==> src/wwdt_pkg.sv <==
package wwdt_pkg;
  // ----------------------------------------------------------------
  // bus and register map
  // ----------------------------------------------------------------
  localparam int ADDR_W = 8;
  localparam int DATA_W = 32;
  localparam logic [7:0] OFS_CTRL = 8'h00;
  localparam logic [7:0] OFS_RELOAD = 8'h04;
  localparam logic [7:0] OFS_WINB = 8'h08;
  localparam logic [7:0] OFS_COUNT = 8'h0c;
  localparam logic [7:0] OFS_IRQ_STATUS = 8'h10;
  localparam logic [7:0] OFS_IRQ_CLEAR = 8'h14;
  localparam logic [7:0] OFS_IRQ_ENABLE = 8'h18;
  // ----------------------------------------------------------------
  // control register fields
  // ----------------------------------------------------------------
  localparam int CTRL_INSEL = 0;
  localparam int CTRL_RS = 1;
  localparam int CTRL_EN = 2;
  localparam int CTRL_PR = 4;
  localparam int CTRL_WINEN = 5;
  localparam logic [7:0] CTRL_RST = 8'h00;
  localparam logic [7:0] RELOAD_RST = 8'h00;
  localparam logic [7:0] WINB_RST = 8'h00;
  // ----------------------------------------------------------------
  // interrupt events
  // ----------------------------------------------------------------
  localparam int EVT_W = 3;
  localparam int EVT_OVF = 0;
  localparam int EVT_INVALID = 1;
  localparam int EVT_SYSRST = 2;
  localparam logic [EVT_W-1:0] EVT_RST = 3'h0;
  // ----------------------------------------------------------------
  // counts
  // ----------------------------------------------------------------
  localparam logic [15:0] COUNT_RST = 16'h0000;
  localparam logic [15:0] COUNT_MAX = 16'hffff;
  localparam logic [5:0] PREWARN_COUNTS = 6'h30;
  localparam logic [5:0] PREWARN_LAST = PREWARN_COUNTS - 6'h01;
  localparam logic [6:0] DIV_FAST = 7'h02;
  localparam logic [6:0] DIV_SLOW = 7'h00; // 128 wraps to zero in 7 bits
  localparam logic [6:0] DIV_RST = 7'h00;

  typedef enum logic [1:0] {
    WWDT_RUN = 2'b00,
    WWDT_PREWARN = 2'b01,
    WWDT_RESET = 2'b10
  } wwdt_state_t;
endpackage

==> src/wwdt_core_if.sv <==
`timescale 1ns/10ps
`default_nettype none
interface wwdt_core_if;
  logic presc_sel;
  logic run;
  logic tick;
  logic [wwdt_pkg::EVT_W-1:0] evt;
  logic [wwdt_pkg::EVT_W-1:0] irq_clr;
  logic [wwdt_pkg::EVT_W-1:0] irq_en;
  logic [wwdt_pkg::EVT_W-1:0] irq_status;
  logic irq;

  modport core (output presc_sel, output run, input tick, output evt, output irq_clr,
    output irq_en, input irq_status, input irq);
  modport presc (input presc_sel, input run, output tick);
  modport intc (input evt, input irq_clr, input irq_en, output irq_status, output irq);
endinterface
`default_nettype wire

==> src/wwdt_intc.sv <==
`timescale 1ns/10ps
`default_nettype none
module wwdt_intc (
  // clock and reset
  input wire logic pclk,
  input wire logic presetn,
  // core side
  wwdt_core_if.intc cif
);
  import wwdt_pkg::*;

  logic [EVT_W-1:0] status_ff;
  logic [EVT_W-1:0] nxt_status;

  // ----------------------------------------------------------------
  // sticky status, a new event beats a clear in the same cycle
  // ----------------------------------------------------------------
  always_comb begin
    nxt_status = (status_ff & ~cif.irq_clr) | cif.evt;
  end

  always_ff @(posedge pclk or negedge presetn) begin
    if (!presetn) begin
      status_ff <= EVT_RST;
    end else begin
      status_ff <= nxt_status;
    end
  end

  assign cif.irq_status = status_ff;
  assign cif.irq = |(status_ff & cif.irq_en);

  a_evt_sticky: assert property (@(posedge pclk) disable iff (!presetn)
    (cif.evt != EVT_RST) |=> ((status_ff & $past(cif.evt)) == $past(cif.evt)))
    else $error("event lost from status");
endmodule
`default_nettype wire

==> src/wwdt_presc.sv <==
`timescale 1ns/10ps
`default_nettype none
module wwdt_presc (
  // clock and reset
  input wire logic pclk,
  input wire logic presetn,
  // core side
  wwdt_core_if.presc cif
);
  import wwdt_pkg::*;

  logic [6:0] div_ff;
  logic [6:0] nxt_div;
  logic [6:0] gap_ff;

  // ----------------------------------------------------------------
  // divide by 2 or by 128
  // ----------------------------------------------------------------
  always_comb begin
    if (!cif.run) begin
      nxt_div = DIV_RST;
    end else begin
      nxt_div = div_ff + 7'h01;
      if (!cif.presc_sel && div_ff == (DIV_FAST - 7'h01)) begin
        nxt_div = DIV_RST;
      end
    end
  end

  always_ff @(posedge pclk or negedge presetn) begin
    if (!presetn) begin
      div_ff <= DIV_RST;
    end else begin
      div_ff <= nxt_div;
    end
  end

  // one tick per wrap, so the counter period carries the 2 or 128 factor
  assign cif.tick = cif.run && (nxt_div == DIV_RST);

  // helper: cycles since the previous tick
  always_ff @(posedge pclk or negedge presetn) begin
    if (!presetn) begin
      gap_ff <= DIV_RST;
    end else if (cif.tick || !cif.run) begin
      gap_ff <= DIV_RST;
    end else begin
      gap_ff <= gap_ff + 7'h01;
    end
  end

  a_presc_fast: assert property (@(posedge pclk) disable iff (!presetn)
    cif.tick && !cif.presc_sel |=> !cif.tick ##1
    (cif.tick || cif.presc_sel || !cif.run || !$past(cif.run)))
    else $error("fast prescale tick spacing wrong");
  a_presc_slow: assert property (@(posedge pclk) disable iff (!presetn)
    cif.tick && cif.presc_sel && $stable(cif.presc_sel) && $past(cif.run) && gap_ff != 7'h00
    |-> gap_ff == 7'h7f)
    else $error("slow prescale tick spacing wrong");
endmodule
`default_nettype wire

==> src/wwdt_top.sv <==
// Decided for this implementation: the APB slave port and the placing of the registers.
`timescale 1ns/10ps
`default_nettype none
module wwdt_top (
  // clock and reset
  input wire logic pclk,
  input wire logic presetn,
  // apb slave
  input wire logic psel,
  input wire logic penable,
  input wire logic pwrite,
  input wire logic [wwdt_pkg::ADDR_W-1:0] paddr,
  input wire logic [wwdt_pkg::DATA_W-1:0] pwdata,
  output logic [wwdt_pkg::DATA_W-1:0] prdata,
  output logic pready,
  output logic pslverr,
  // watchdog outputs
  output logic watchdog_nmi_request,
  output logic watchdog_system_reset,
  output logic irq
);
  import wwdt_pkg::*;

  wwdt_core_if cif ();

  // ----------------------------------------------------------------
  // register and state storage
  // ----------------------------------------------------------------
  logic input_prescale_select_ff;
  logic nxt_input_prescale_select;
  logic watchdog_enable_bit_ff;
  logic nxt_watchdog_enable_bit;
  logic window_check_enable_ff;
  logic nxt_window_check_enable;
  logic refresh_strobe_ff;
  logic nxt_refresh_strobe;
  logic [7:0] reload_high_byte_ff;
  logic [7:0] nxt_reload_high_byte;
  logic [7:0] window_boundary_byte_ff;
  logic [7:0] nxt_window_boundary_byte;
  logic [EVT_W-1:0] irq_en_ff;
  logic [EVT_W-1:0] nxt_irq_en;
  logic [DATA_W-1:0] prdata_ff;
  logic [DATA_W-1:0] nxt_prdata;
  wwdt_state_t state_ff;
  wwdt_state_t nxt_state;
  logic [15:0] count_ff;
  logic [15:0] nxt_count;
  logic [5:0] pw_cnt_ff;
  logic [5:0] nxt_pw_cnt;
  logic nmi_ff;
  logic nxt_nmi;
  logic sysrst_ff;
  logic nxt_sysrst;
  logic [EVT_W-1:0] evt;

  logic setup;
  logic wr_en;
  logic rd_setup;
  logic mapped;
  logic in_window;
  logic prewarning;
  logic [15:0] reload_value;
  logic [15:0] boundary_value;

  // ----------------------------------------------------------------
  // address decode
  // ----------------------------------------------------------------
  function automatic logic is_reg(input logic [ADDR_W-1:0] a, input logic [7:0] ofs);
    is_reg = (a == ofs);
  endfunction

  assign setup = psel && !penable;
  assign wr_en = psel && penable && pwrite;
  assign rd_setup = setup && !pwrite;
  assign mapped = is_reg(paddr, OFS_CTRL) || is_reg(paddr, OFS_RELOAD) ||
    is_reg(paddr, OFS_WINB) || is_reg(paddr, OFS_COUNT) || is_reg(paddr, OFS_IRQ_STATUS) ||
    is_reg(paddr, OFS_IRQ_CLEAR) || is_reg(paddr, OFS_IRQ_ENABLE);
  assign pready = 1'b1;
  assign pslverr = psel && penable && !mapped;
  assign prdata = prdata_ff;

  assign prewarning = (state_ff == WWDT_PREWARN);
  assign reload_value = {reload_high_byte_ff, 8'h00};
  assign boundary_value = {window_boundary_byte_ff, 8'h00};
  assign in_window = window_check_enable_ff && (count_ff < boundary_value);

  // ----------------------------------------------------------------
  // register writes
  // ----------------------------------------------------------------
  always_comb begin
    nxt_input_prescale_select = input_prescale_select_ff;
    nxt_watchdog_enable_bit = watchdog_enable_bit_ff;
    nxt_window_check_enable = window_check_enable_ff;
    nxt_reload_high_byte = reload_high_byte_ff;
    nxt_window_boundary_byte = window_boundary_byte_ff;
    nxt_irq_en = irq_en_ff;
    // strobe is consumed by the counter logic one cycle after it is set
    nxt_refresh_strobe = 1'b0;
    cif.irq_clr = EVT_RST;
    if (wr_en && is_reg(paddr, OFS_CTRL)) begin
      nxt_input_prescale_select = pwdata[CTRL_INSEL];
      nxt_watchdog_enable_bit = pwdata[CTRL_EN];
      nxt_window_check_enable = pwdata[CTRL_WINEN];
      nxt_refresh_strobe = pwdata[CTRL_RS];
    end
    if (wr_en && is_reg(paddr, OFS_RELOAD)) begin
      nxt_reload_high_byte = pwdata[7:0];
    end
    if (wr_en && is_reg(paddr, OFS_WINB)) begin
      nxt_window_boundary_byte = pwdata[7:0];
    end
    if (wr_en && is_reg(paddr, OFS_IRQ_ENABLE)) begin
      nxt_irq_en = pwdata[EVT_W-1:0];
    end
    if (wr_en && is_reg(paddr, OFS_IRQ_CLEAR)) begin
      cif.irq_clr = pwdata[EVT_W-1:0];
    end
  end

  always_ff @(posedge pclk or negedge presetn) begin
    if (!presetn) begin
      input_prescale_select_ff <= CTRL_RST[CTRL_INSEL];
      watchdog_enable_bit_ff <= CTRL_RST[CTRL_EN];
      window_check_enable_ff <= CTRL_RST[CTRL_WINEN];
      refresh_strobe_ff <= CTRL_RST[CTRL_RS];
      reload_high_byte_ff <= RELOAD_RST;
      window_boundary_byte_ff <= WINB_RST;
      irq_en_ff <= EVT_RST;
    end else begin
      input_prescale_select_ff <= nxt_input_prescale_select;
      watchdog_enable_bit_ff <= nxt_watchdog_enable_bit;
      window_check_enable_ff <= nxt_window_check_enable;
      refresh_strobe_ff <= nxt_refresh_strobe;
      reload_high_byte_ff <= nxt_reload_high_byte;
      window_boundary_byte_ff <= nxt_window_boundary_byte;
      irq_en_ff <= nxt_irq_en;
    end
  end

  // ----------------------------------------------------------------
  // read data, captured in the setup phase
  // ----------------------------------------------------------------
  always_comb begin
    nxt_prdata = prdata_ff;
    if (rd_setup) begin
      nxt_prdata = '0;
      case (paddr)
        OFS_CTRL: begin
          nxt_prdata[CTRL_INSEL] = input_prescale_select_ff;
          nxt_prdata[CTRL_RS] = refresh_strobe_ff;
          nxt_prdata[CTRL_EN] = watchdog_enable_bit_ff;
          nxt_prdata[CTRL_PR] = prewarning;
          nxt_prdata[CTRL_WINEN] = window_check_enable_ff;
        end
        OFS_RELOAD: nxt_prdata[7:0] = reload_high_byte_ff;
        OFS_WINB: nxt_prdata[7:0] = window_boundary_byte_ff;
        OFS_COUNT: nxt_prdata[15:0] = count_ff;
        OFS_IRQ_STATUS: nxt_prdata[EVT_W-1:0] = cif.irq_status;
        OFS_IRQ_ENABLE: nxt_prdata[EVT_W-1:0] = irq_en_ff;
        default: nxt_prdata = '0;
      endcase
    end
  end

  always_ff @(posedge pclk or negedge presetn) begin
    if (!presetn) begin
      prdata_ff <= '0;
    end else begin
      prdata_ff <= nxt_prdata;
    end
  end

  // ----------------------------------------------------------------
  // watchdog counter and sequence
  // ----------------------------------------------------------------
  always_comb begin
    nxt_state = state_ff;
    nxt_count = count_ff;
    nxt_pw_cnt = pw_cnt_ff;
    nxt_nmi = nmi_ff;
    nxt_sysrst = sysrst_ff;
    evt = EVT_RST;
    case (state_ff)
      WWDT_RUN: begin
        if (refresh_strobe_ff) begin
          if (in_window) begin
            nxt_state = WWDT_PREWARN;
            nxt_pw_cnt = 6'h00;
            evt[EVT_INVALID] = 1'b1;
          end else begin
            nxt_count = reload_value;
          end
        end else if (cif.tick) begin
          if (count_ff == COUNT_MAX) begin
            nxt_state = WWDT_PREWARN;
            nxt_nmi = 1'b1;
            nxt_pw_cnt = 6'h00;
            evt[EVT_OVF] = 1'b1;
          end
          nxt_count = count_ff + 16'h0001;
        end
      end
      WWDT_PREWARN: begin
        if (cif.tick) begin
          nxt_count = count_ff + 16'h0001;
          nxt_pw_cnt = pw_cnt_ff + 6'h01;
          if (pw_cnt_ff == PREWARN_LAST) begin
            nxt_state = WWDT_RESET;
            nxt_sysrst = 1'b1;
            evt[EVT_SYSRST] = 1'b1;
          end
        end
      end
      WWDT_RESET: begin
        nxt_sysrst = 1'b1;
      end
      default: begin
        nxt_state = WWDT_RUN;
      end
    endcase
  end

  always_ff @(posedge pclk or negedge presetn) begin
    if (!presetn) begin
      state_ff <= WWDT_RUN;
      count_ff <= COUNT_RST;
      pw_cnt_ff <= 6'h00;
      nmi_ff <= 1'b0;
      sysrst_ff <= 1'b0;
    end else begin
      state_ff <= nxt_state;
      count_ff <= nxt_count;
      pw_cnt_ff <= nxt_pw_cnt;
      nmi_ff <= nxt_nmi;
      sysrst_ff <= nxt_sysrst;
    end
  end

  assign watchdog_nmi_request = nmi_ff;
  assign watchdog_system_reset = sysrst_ff;

  // ----------------------------------------------------------------
  // prescaler and interrupt controller
  // ----------------------------------------------------------------
  // prewarning keeps running even if software drops the enable
  assign cif.run = watchdog_enable_bit_ff || prewarning;
  assign cif.presc_sel = input_prescale_select_ff;
  assign cif.evt = evt;
  assign cif.irq_en = irq_en_ff;
  assign irq = cif.irq;

  wwdt_presc u_presc (
    .pclk(pclk),
    .presetn(presetn),
    .cif(cif.presc)
  );

  wwdt_intc u_intc (
    .pclk(pclk),
    .presetn(presetn),
    .cif(cif.intc)
  );

  // ----------------------------------------------------------------
  // checks
  // ----------------------------------------------------------------
  a_ovf_to_nmi: assert property (@(posedge pclk) disable iff (!presetn)
    state_ff == WWDT_RUN && !refresh_strobe_ff && cif.tick && count_ff == COUNT_MAX
    |=> watchdog_nmi_request && state_ff == WWDT_PREWARN && count_ff == COUNT_RST)
    else $error("overflow did not raise nmi and prewarning");
  a_prewarn_end: assert property (@(posedge pclk) disable iff (!presetn)
    prewarning && cif.tick && pw_cnt_ff == 6'h2f |=> watchdog_system_reset)
    else $error("reset not asserted after prewarning");
  a_prewarn_early: assert property (@(posedge pclk) disable iff (!presetn)
    $rose(watchdog_system_reset) |-> $past(pw_cnt_ff) == 6'h2f && $past(prewarning))
    else $error("reset asserted before prewarning end");
  a_invalid_refresh: assert property (@(posedge pclk) disable iff (!presetn)
    state_ff == WWDT_RUN && refresh_strobe_ff && window_check_enable_ff &&
    count_ff < {window_boundary_byte_ff, 8'h00}
    |=> prewarning && !watchdog_nmi_request ##1 !watchdog_nmi_request)
    else $error("invalid refresh handled wrongly");
  a_valid_reload: assert property (@(posedge pclk) disable iff (!presetn)
    state_ff == WWDT_RUN && refresh_strobe_ff && !window_check_enable_ff
    |=> count_ff == {$past(reload_high_byte_ff), 8'h00} && !prewarning)
    else $error("service did not reload counter");
  a_window_open: assert property (@(posedge pclk) disable iff (!presetn)
    state_ff == WWDT_RUN && refresh_strobe_ff && count_ff >= {window_boundary_byte_ff, 8'h00}
    |=> state_ff == WWDT_RUN)
    else $error("refresh outside window caused prewarning");
  a_reload_write: assert property (@(posedge pclk) disable iff (!presetn)
    wr_en && paddr == OFS_RELOAD |=> reload_high_byte_ff == $past(pwdata[7:0]))
    else $error("reload register not written");
  a_disabled_hold: assert property (@(posedge pclk) disable iff (!presetn)
    !watchdog_enable_bit_ff && state_ff == WWDT_RUN && !refresh_strobe_ff
    |=> count_ff == $past(count_ff))
    else $error("counter moved while disabled");
  a_flag_read: assert property (@(posedge pclk) disable iff (!presetn)
    rd_setup && paddr == OFS_CTRL |=> prdata[CTRL_PR] == $past(prewarning))
    else $error("prewarning flag reads wrong");
endmodule
`default_nettype wire

==> config.mk <==
export PLATFORM = sky130hd
export DESIGN_NAME = wwdt_top
export DESIGN_NICKNAME = d
export VERILOG_FILES = /design/src/wwdt_pkg.sv /design/src/wwdt_core_if.sv /design/src/wwdt_intc.sv /design/src/wwdt_presc.sv /design/src/wwdt_top.sv
export SDC_FILE = /design/constraint.sdc
export NUM_CORES = 1
export LEC_CHECK = 0
export BUFFER_PORTS_ARGS = -buffer_cell sky130_fd_sc_hd__buf_2
export CORE_UTILIZATION = 40
export DETAILED_ROUTE_END_ITERATION = 10
export SLEW_MARGIN = 30
export SYNTH_ARGS = -nofsm -noshare
export SYNTH_HDL_FRONTEND = slang
export SYNTH_HIERARCHICAL = 1
export SYNTH_SLANG_ARGS = --single-unit
==> constraint.sdc <==
create_clock -name pclk -period 4.55 [get_ports pclk]
set_input_delay 0.91 -clock pclk [delete_from_list [all_inputs] [get_ports pclk]]
set_output_delay 0.91 -clock pclk [all_outputs]
set_load 0.02 [all_outputs]
==> summary.txt <==
Run status
  – Status: finished, final reports clean

Critical path
  – Cells along the critical path: nand2b_1 -> nand2b_1 -> nand4_1 -> nor4_1 -> a41o_1 -> nand4_1 -> nor3_1 -> a21oi_1 -> o31ai_1 -> o21ai_0
  – Worst-path maximum fanout: 22
  – CP max-delay cell: dfrtp_1
  – R2r setup slk: 1.12 ns
  – WP buf/inv: 0
  – Worst path top cell family by delay: simple AND/OR/NAND/NOR gates
  – Crit. End Element: flop
  – Startpoint Class: flop
  – CP Data Required Time: 4.79 ns
  – Crit path largest cell delay: 0.66 ns
  – Crit path DAT: 3.66 ns
  – Type of the worst setup path: flop to flop

STA
  – Hold WS: 0.465 ns
  – Worst-margin pin slew: 0.915 ns
  – TNS Setup: 0 ns
  – Final Skew: 0.0105 ns
  – Worst Setup Slack, final: 1.12 ns
  – Final hold violations: 0
  – Post-route clock period utilization: 75.3%
  – Slew headroom: 38.9%
  – F_max: 0.292 GHz
  – Fin crit period: 3.43 ns
  – RSZ-0062 raised after global routing: false
  – Setup violations, final: 0
  – Max-slew violations: 0

Clocking
  – Max Buffers Root-to-Sink: 2
  – Clock latency on the worst-skew pair: 0.36 ns
  – Clock root buffer: clkbuf_8
  – # clock sinks: 75
  – TritonCTS clock tree: done
  – CTS clk-pin slew, worst paths: 0.08 ns
  – H-Tree Depth: 3
  – Post-CTS sizing: 0
  – Post-CTS setup buffers: 0
  – CTS Buf Count: 9
  – Cts hold-fix bufs: 0

Synthesis
  – Area leader, netlist: dfrtp_1
  – Post-synthesis cell area: 0.00423 mm2
  – Synth top cells by count: dfrtp_1 (75), nand2_1 (37), mux2_2 (28)
  – Cell with the most instances after synthesis: dfrtp_1
  – Synth warnings: 6
  – Most used DFF post-synth: dfrtp_1
  – Post-synth EDFFs: 0
  – Avg Inst Size Synth: 9.78 um2
  – Synth async-reset ratio: 100%
  – Seq/Total Area, Yosys: 44.4%
  – Flops & latches, synth: 75
  – Synth area leaders: dfrtp_1 (44%), mux2_2 (7.5%), nand2_1 (3.3%)
  – Yosys top cell area share: 44.4%
  – Distinct cells, synth: 63
  – Syn Inst Count: 432

Drt
  – Final WL: 9970 um
  – Remaining DRCs: 0
  – Avg WL per Cell: 16.5 um
  – Initial DRC Count: 249
  – DR vias/cell: 5.61
  – Routed Antenna Nets: 0
  – Pre-antenna DRT Iters: 4
  – Via count: 3386

Die
  – IO Pins: 82
  – Total core area: 0.0103 mm2
  – Die Area: 0.0110 mm2
  – Row cnt: 37
  – Die width: 105 um
  – Initial Util: 41.1%
  – Die H: 105 um

GRT
  – GRT overflow: 0
  – Vias in the first global route: 3399
  – GRT Total Usage: 19.5%
  – Largest net degree at the start of global routing: 76
  – Antenna violations before repair: 0
  – First-pass GRT wire length: 17000 um

Cells and area
  – Antenna cells: 0
  – Area Overhead vs Synth: 10.2%
  – Fin nets: 519
  – Layout cells sized above 1: 21.2%
  – Fin cells: 604

Placed design
  – Final Wtd Congestion: 0.855
  – Placed insts: 588
  – Post-Place Setup Slack: 1.23 ns
  – Dpl hpwl: 7090 um
  – Port bufs: 40

Pwr
  – Max rail drop VDD: 0.118 mV
  – P_leak: 2.25 nW
  – Total power: 0.00127 W
  – Pwr/cell area: 273 mW/mm2

Min path
  – HP Class: flop to flop

Flow run
  – Max-Cap Viols: 0
==> area by class of cell <==
| class | instances | area, um2 |
|---|---|---|
| well taps | 136 | 170 |
| flip-flops and latches | 75 | 1880 |
| inverters | 24 | 90.1 |
| repair buffers | 40 | 206 |
| multi-input cells | 313 | 2110 |
| clock inverters | 6 | 65.1 |
| fillers | 1012 | 5620 |
| clock buffers | 10 | 138 |
==> report_power, final <==
part	leakage [nW]	internal, W	switching (W)
Sequential	1.04	0.000670	0.00000540
Combinational	1.11	0.0000195	0.0000516
Clock	0.102	0.000268	0.000257
==> cells in the final DEF, fill, tap and decap left out, types with 3 or more instances in the layout <==
master / netlist / final
dfrtp_1: 75 / 75
buf_2: 6 / 39
nand2_1: 37 / 37
mux2_2: 28 / 28
nor2_1: 25 / 25
inv_1: 24 / 24
o21ai_0: 23 / 23
conb_1: 2 / 17
a31oi_1: 16 / 16
nand3_1: 14 / 14
a21oi_1: 14 / 14
ha_1: 11 / 11
nor3_1: 11 / 10
clkbuf_8: 0 / 10
a22o_1: 9 / 9
and2_1: 8 / 8
o31ai_1: 8 / 8
nand4_1: 7 / 7
nor4_1: 5 / 5
nand3b_1: 5 / 5
mux2i_1: 5 / 5
and4_1: 4 / 4
and3_1: 4 / 4
nand2b_1: 4 / 4
a22oi_1: 4 / 4
a21o_1: 4 / 4
a211oi_1: 3 / 3
nor3b_1: 3 / 3
xnor2_1: 3 / 3
==> flip-flops by register name, summed over array words and instances, names as in the netlist <==
signal	count
count_ff	16
prdata	16
reload_high_byte_ff	8
window_boundary_byte_ff	8
u_presc/div_ff	7
pw_cnt_ff	6
cif.irq_en	3
u_intc/cif.irq_status	3
state_ff	2
cif.presc_sel	1
refresh_strobe_ff	1
watchdog_enable_bit_ff	1
watchdog_nmi_request	1
watchdog_system_reset	1
window_check_enable_ff	1
==> cells by family (layout without fill, tap and decap cells) <==
logic type | count (synthesis) | after routing | share of synthesized area, %
buffers and inverters | 59 | 80 | 7.10
multiplexers | 35 | 35 | 9.71
adder cells (fa/ha/maj) | 11 | 11 | 3.26
AND/OR/NAND/NOR | 143 | 143 | 17.9
flip-flops | 75 | 75 | 44.4
XOR/XNOR | 5 | 5 | 1.04
other | 2 | 17 | 0.178
AO/OA/AOI/OAI | 102 | 102 | 16.4
==> metrics by stage <==
stage	area [um2]	util (%)
floorplan	4280	-
global placement	4450	43.3
detailed placement	4450	43.3
CTS	4650	45.2
global route	4660	45.3
finish	4660	45.3
==> final timing paths <==
check	end	cells past startpoint	start
min reg2reg	watchdog_system_reset	1	watchdog_system_reset
max reg2reg	count_ff[13]	10	state_ff[1]
min	watchdog_system_reset	1	watchdog_system_reset
min in group asynchronous	prdata[5]	1	presetn
max	count_ff[13]	10	state_ff[1]
max in group asynchronous	count_ff[2]	1	presetn
==> per-layer routing <==
| metal | GRT usage (%) | vias up | share of wire [%] |
|---|---|---|---|
| met3 | 3.68 | 12 | 4.3 |
| met4 | 7.14 | 0 | 1.1 |
| met2 | 32.2 | 87 | 48 |
| met5 | 0 | - | 0 |
| li1 | - | 1607 | - |
| met1 | 25.5 | 1680 | 46 |
Power figures use the tool's default switching activity.
